==> src/sdil_defines.vh <==
// Constants for the serial converter input logic
`ifndef SDIL_DEFINES_VH
`define SDIL_DEFINES_VH

// ==========================================
// Widths
`define SDIL_CODE_W 12
`define SDIL_CNT_W 4
`define SDIL_UV_W 21

// ==========================================
// Reset values and counts
`define SDIL_CODE_RST 12'h000
`define SDIL_CNT_RST 4'h0
`define SDIL_CNT_FULL 4'hc
`define SDIL_UV_RST 21'h00000

// ==========================================
// Code points and output step
`define SDIL_CODE_FULL_SCALE 12'hfff
`define SDIL_CODE_MID_SCALE 12'h800
`define SDIL_CODE_ZERO 12'h000
`define SDIL_STEP_UV 21'h001f4

`endif

==> src/sdil_edge.v <==
// Edge detector for a pin sampled on the system clock
module sdil_edge #(
    parameter RESET_LEVEL = 1'b1
) (
    // Clock and reset
    input wire clk,
    input wire rst,
    // Sampled pin
    input wire level_in,
    // Edge pulses
    output wire rise,
    output wire fall
);
    reg prev_reg;

    always @(posedge clk or posedge rst) begin
        if (rst) begin
            prev_reg <= RESET_LEVEL;
        end else begin
            prev_reg <= level_in;
        end
    end

    assign rise = level_in & ~prev_reg;
    assign fall = ~level_in & prev_reg;
endmodule // sdil_edge

==> src/sdil_top.v <==
// Serial input shift register and double-buffered DAC register
`include "sdil_defines.vh"

module sdil_top (
    // Clock and reset
    input wire clk,
    input wire rst,
    // Serial link from host
    input wire serial_clk,
    input wire unit_select_n,
    input wire serial_code_in,
    // Transfer and clear strobes
    input wire load_strobe_n,
    input wire clear_strobe_n,
    // DAC register and level
    output reg [`SDIL_CODE_W-1:0] analog_output,
    output reg [`SDIL_UV_W-1:0] analog_output_uv,
    // Shift status and DAC flags
    output reg [`SDIL_CODE_W-1:0] shift_contents,
    output reg [`SDIL_CNT_W-1:0] bit_count,
    output reg code_complete,
    output reg overrun,
    output reg dac_transparent,
    output reg at_full_scale,
    output reg at_mid_scale,
    output reg at_zero
);

    // ==========================================
    // Edge detection
    wire sclk_rise;
    wire load_fall;
    wire sel_fall;

    // Serial clock idles low between frames
    sdil_edge #(.RESET_LEVEL(1'b0)) u_sclk_edge (
        .clk(clk),
        .rst(rst),
        .level_in(serial_clk),
        .rise(sclk_rise),
        .fall()
    );

    // Load fall closes a frame and restarts the count
    sdil_edge #(.RESET_LEVEL(1'b1)) u_load_edge (
        .clk(clk),
        .rst(rst),
        .level_in(load_strobe_n),
        .rise(),
        .fall(load_fall)
    );

    // Select fall marks the start of a new frame
    sdil_edge #(.RESET_LEVEL(1'b1)) u_sel_edge (
        .clk(clk),
        .rst(rst),
        .level_in(unit_select_n),
        .rise(),
        .fall(sel_fall)
    );

    // ==========================================
    // Shift register, separate from the DAC register
    reg [`SDIL_CODE_W-1:0] shift_reg;
    reg [`SDIL_CODE_W-1:0] shift_next;
    reg [`SDIL_CNT_W-1:0] cnt_reg;
    reg [`SDIL_CNT_W-1:0] cnt_next;
    reg ovr_reg;
    reg ovr_next;
    wire shift_en;
    wire frame_restart;

    // Select gates the clock only; load is never gated by it
    assign shift_en = sclk_rise & ~unit_select_n;

    // A load closes the old frame, a select fall opens a new one
    assign frame_restart = load_fall | sel_fall;

    // Shift data path
    always @* begin
        shift_next = shift_reg;
        if (shift_en) begin
            // Oldest bit falls off the top
            shift_next = {shift_reg[`SDIL_CODE_W-2:0], serial_code_in};
        end
    end

    // Count saturates at a full code; overrun marks a dropped bit
    always @* begin
        cnt_next = cnt_reg;
        ovr_next = ovr_reg;
        if (frame_restart) begin
            cnt_next = `SDIL_CNT_RST;
            ovr_next = 1'b0;
        end
        if (shift_en) begin
            if (cnt_next == `SDIL_CNT_FULL) begin
                ovr_next = 1'b1;
            end else begin
                cnt_next = cnt_next + 4'h1;
            end
        end
    end

    // Shift data survives loads; only reset clears it
    always @(posedge clk or posedge rst) begin
        if (rst) begin
            shift_reg <= `SDIL_CODE_RST;
        end else begin
            shift_reg <= shift_next;
        end
    end

    // Overrun clears only on reset, a load fall or a select fall
    always @(posedge clk or posedge rst) begin
        if (rst) begin
            cnt_reg <= `SDIL_CNT_RST;
            ovr_reg <= 1'b0;
        end else begin
            cnt_reg <= cnt_next;
            ovr_reg <= ovr_next;
        end
    end

    // ==========================================
    // DAC register
    reg [`SDIL_CODE_W-1:0] dac_reg;
    reg [`SDIL_CODE_W-1:0] dac_next;
    wire clear_active;
    wire load_active;

    // Clear has priority, so the latch is never open during a clear
    assign clear_active = ~clear_strobe_n;
    assign load_active = ~load_strobe_n & clear_strobe_n;

    // Transparent while load is low, so it tracks any shift then too
    always @* begin
        dac_next = dac_reg;
        if (clear_active) begin
            dac_next = `SDIL_CODE_ZERO;
        end else if (load_active) begin
            dac_next = shift_next;
        end
    end

    // Clear and load act on the system clock, one cycle late
    always @(posedge clk or posedge rst) begin
        if (rst) begin
            dac_reg <= `SDIL_CODE_RST;
        end else begin
            dac_reg <= dac_next;
        end
    end

    // ==========================================
    // Output level
    wire [`SDIL_UV_W-1:0] code_ext;
    wire [`SDIL_UV_W-1:0] uv_next;

    // Fits: largest code times step stays below two to the 21
    assign code_ext = {9'h000, dac_next};
    assign uv_next = code_ext * `SDIL_STEP_UV;

    // DAC code and level move together, in the same cycle
    always @(posedge clk or posedge rst) begin
        if (rst) begin
            analog_output <= `SDIL_CODE_RST;
            analog_output_uv <= `SDIL_UV_RST;
        end else begin
            analog_output <= dac_next;
            analog_output_uv <= uv_next;
        end
    end

    // ==========================================
    // Shift status
    wire complete_next;

    assign complete_next = (cnt_next == `SDIL_CNT_FULL);

    // Outputs take next values, so they agree with the registers
    always @(posedge clk or posedge rst) begin
        if (rst) begin
            shift_contents <= `SDIL_CODE_RST;
            bit_count <= `SDIL_CNT_RST;
            code_complete <= 1'b0;
            overrun <= 1'b0;
        end else begin
            shift_contents <= shift_next;
            bit_count <= cnt_next;
            code_complete <= complete_next;
            overrun <= ovr_next;
        end
    end

    // ==========================================
    // Code point flags
    wire transparent_next;
    wire full_next;
    wire mid_next;
    wire zero_next;

    // Open latch reported so a host can hold off the serial clock
    assign transparent_next = load_active;
    assign full_next = (dac_next == `SDIL_CODE_FULL_SCALE);
    assign mid_next = (dac_next == `SDIL_CODE_MID_SCALE);
    assign zero_next = (dac_next == `SDIL_CODE_ZERO);

    // Reset shows zero scale, matching the cleared DAC register
    always @(posedge clk or posedge rst) begin
        if (rst) begin
            dac_transparent <= 1'b0;
            at_full_scale <= 1'b0;
            at_mid_scale <= 1'b0;
            at_zero <= 1'b1;
        end else begin
            dac_transparent <= transparent_next;
            at_full_scale <= full_next;
            at_mid_scale <= mid_next;
            at_zero <= zero_next;
        end
    end
endmodule // sdil_top
==> config.mk <==
export PLATFORM = sky130hd
export DESIGN_NAME = sdil_top
export DESIGN_NICKNAME = d
export VERILOG_FILES = /design/src/sdil_edge.v /design/src/sdil_top.v
export VERILOG_INCLUDE_DIRS = /design/src
export SDC_FILE = /design/constraint.sdc
export NUM_CORES = 1
export LEC_CHECK = 0
export BUFFER_PORTS_ARGS = -buffer_cell sky130_fd_sc_hd__buf_2
export CORE_MARGIN = 5
export CORE_UTILIZATION = 63
export CTS_CLUSTER_SIZE = 40
export DETAILED_ROUTE_END_ITERATION = 6
export PLACE_DENSITY = 0.87
export RECOVER_POWER = 25
export SLEW_MARGIN = 0
export SYNTH_ARGS = -nofsm -noshare
export SYNTH_HDL_FRONTEND = slang
export SYNTH_SLANG_ARGS = --single-unit
export TNS_END_PERCENT = 50
==> constraint.sdc <==
create_clock -name clk -period 9.4 [get_ports clk]
set_input_delay 1.88 -clock clk [delete_from_list [all_inputs] [get_ports clk]]
set_output_delay 1.88 -clock clk [all_outputs]
set_load 0.03 [all_outputs]
==> flow_metrics.tcl <==
set metrics [dict create \
    status "finished with violations" \
    violations "capacitance limit, slew limit" \
    ir_worst_vdd_uv 119 \
    io_buffers 59 \
    clk_latency_ns 0.32 \
    nets 545 \
    max_flop_register "analog_output_uv" \
    postCtsSetupBuffers 0 \
    p_total_mw 1.12 \
    numCtsBuffers 5 \
    final_area_um2 4570 \
    cp_data_arrival_time_ns 7.87 \
    numClockSinks 54 \
    htree_num_levels 2 \
    viasPerCell 5.56 \
    synth_area_leaders "dfrtp_1, fa_1, ha_1, inv_1, mux2_2" \
    hold_slack_ns 0.514 \
    placed_cell_area_um2 4520 \
    syn_avg_cell_area_um2 10.6 \
    cts_tree "yes" \
    die_h_um 91.6 \
    start_kind "input port" \
    cap_violations 1 \
    vias 2929 \
    grt.total_usage 0.214 \
    start_util 0.653 \
    clk_path_buf_depth 2 \
    grt_max_degree 55 \
    worstPathRequired_ns 9.60 \
    drt_pre_antenna_iters 4 \
    ios 62 \
    gp_congestion 0.899 \
    chipWidth_um 91.6 \
    criticalPathCategory "in2reg" \
    drive_above_1_share 0.120 \
    drtAntennaViolNets 0 \
    r2r-start "u_sclk_edge.prev_reg" \
    place_inst 519 \
    final_cells 527 \
    setup_viol 0 \
    final_cell_mix "inv_1, ha_1, dfrtp_1, fa_1, clkbuf_1" \
    finalCriticalPeriod_ns 7.68 \
    dp_hpwl_um 6840 \
    largest_reg_flops 17 \
    path_clk_slew_ns 0.10 \
    powerDensity_nw_per_um2 246 \
    timing.final.ws_setup_ns 1.72 \
    finalWirelength_um 8410 \
    grt_setup_unrepaired "false" \
    reg_top3 "analog_output_uv (17), analog_output (12), shift_contents (12)" \
    use_met3 0.0298 \
    p_leak_nw 2.50 \
    cts_hold_buffers 0 \
    yosys.area.top_type "dfrtp_1" \
    syn_inst 394 \
    synth_edf_count 0 \
    gr-usage-met1 0.259 \
    synthDistinctLibCells 49 \
    yosysSeqAreaShare 0.323 \
    post_drt_wl_per_cell_um 16.0 \
    hp-class "reg2reg" \
    grt_remaining_overflow 0 \
    antenna_found_initial 0 \
    worst_setup_path_end_kind "register" \
    syn2layout_area_growth_pct 8.83 \
    grt_pass1_wl_um 14500 \
    coreArea_um2 6420 \
    async_flop_share 1.00 \
    ys_ff_latch 54 \
    startpoint "unit_select_n" \
    ys.warnings.count 0 \
    drt-initial-drc-count 132 \
    syn-cell-area_um2 4200 \
    drc 0 \
    final.period_utilization 0.817 \
    setup_tns_ns 0 \
    hold_start "overrun" \
    post-route-util 0.711 \
    clock-root-buffer "clkbuf_8" \
    path_max_fanout 21 \
    num-fill-cells 460 \
    grt_pass1_vias 3059 \
    post_cts_resized 0 \
    hold_viol_final 0 \
    drv_slew 55 \
    max_freq_mhz 130 \
    dp_slack_ns 1.45 \
    tightest_slew_ns 1.97 \
    ys.flop_type "dfrtp_1" \
    clock-skew-final_ns 0.0160 \
    layout_commonest_cell "inv_1" \
    antenna_cells 0 \
    rows 29 \
    top_usage_layer "met2" \
    synth_top_area_share 0.304 \
    met2_usage 0.392 \
    slew_headroom -0.316 \
    die_area_um2 8390 \
]
-- report_power, final --
group          total (mW)  internal, mW  switching, mW
Combinational       0.679         0.246          0.432
Sequential          0.315         0.291         0.0237
Clock               0.130        0.0528         0.0777
Total                1.12         0.590          0.534
-- worst paths after layout --
check                                            end  slack, ns  cells past startpoint
worst min register to register               overrun       0.51                      2
worst max register to register  analog_output_uv[18]       3.06                     17
max in group asynchronous          shift_contents[7]       6.06                      2
min in group asynchronous               bit_count[1]       2.20                      2
worst min-delay path                         overrun       0.51                      2
worst max-delay path            analog_output_uv[18]       1.72                     18
-- per-layer routing --
| layer | up-vias | routed length (um) |
|---|---|---|
| li1 | 1396 | - |
| met4 | 0 | 175 |
| met5 | - | 0 |
| met2 | 56 | 4500 |
| met3 | 14 | 329 |
| met1 | 1463 | 3410 |
-- cells in the mapped netlist (8+ instances only) --
library cell / number
xnor2_1: 8
inv_1: 69
nor2b_1: 13
fa_1: 36
and2_1: 12
nand2_1: 17
o21ai_1: 8
nor2_1: 11
o21ai_0: 12
mux2_2: 10
ha_1: 53
a21oi_1: 16
dfrtp_1: 51
-- critical path: stages --
cell	delay (ns)
clkbuf_1	0.14
nor3b_4	0.78
mux2_2	0.45
nor2b_1	0.14
o21ai_0	0.70
inv_1	0.27
ha_1	0.38
fa_1	0.50
inv_1	0.05
fa_1	0.48
fa_1	0.51
inv_1	0.05
ha_1	0.35
o211ai_1	0.14
nor3_1	0.44
o21a_1	0.22
o41ai_1	0.09
a2111oi_2	0.31
-- cell families (layout without fill, tap and decap cells) --
family / after synthesis / in the layout / synth area share
compound gates: 63 / 63 / 0.0999
simple gates: 79 / 79 / 0.104
xor+xnor: 13 / 13 / 0.0271
buf+inv: 81 / 136 / 0.0790
fa+ha+maj: 89 / 89 / 0.330
mux: 14 / 14 / 0.0364
flops: 54 / 54 / 0.323
other cells: 1 / 2 / 0.000894
-- layout make-up --
| class | count | area [um2] | share of cell area |
|---|---|---|---|
| Sequential cell | 54 | 1360 | 0.297 |
| Clock buffer | 6 | 72.6 | 0.0159 |
| Inverter | 69 | 259 | 0.0567 |
| Clock inverter | 2 | 13.8 | 0.00301 |
| Timing Repair Buffer | 59 | 256 | 0.0562 |
| Tap cell | 77 | 96.3 | 0.0211 |
| Multi-Input combinational cell | 260 | 2510 | 0.550 |
Note: power is estimated with default switching activity, not from simulation.
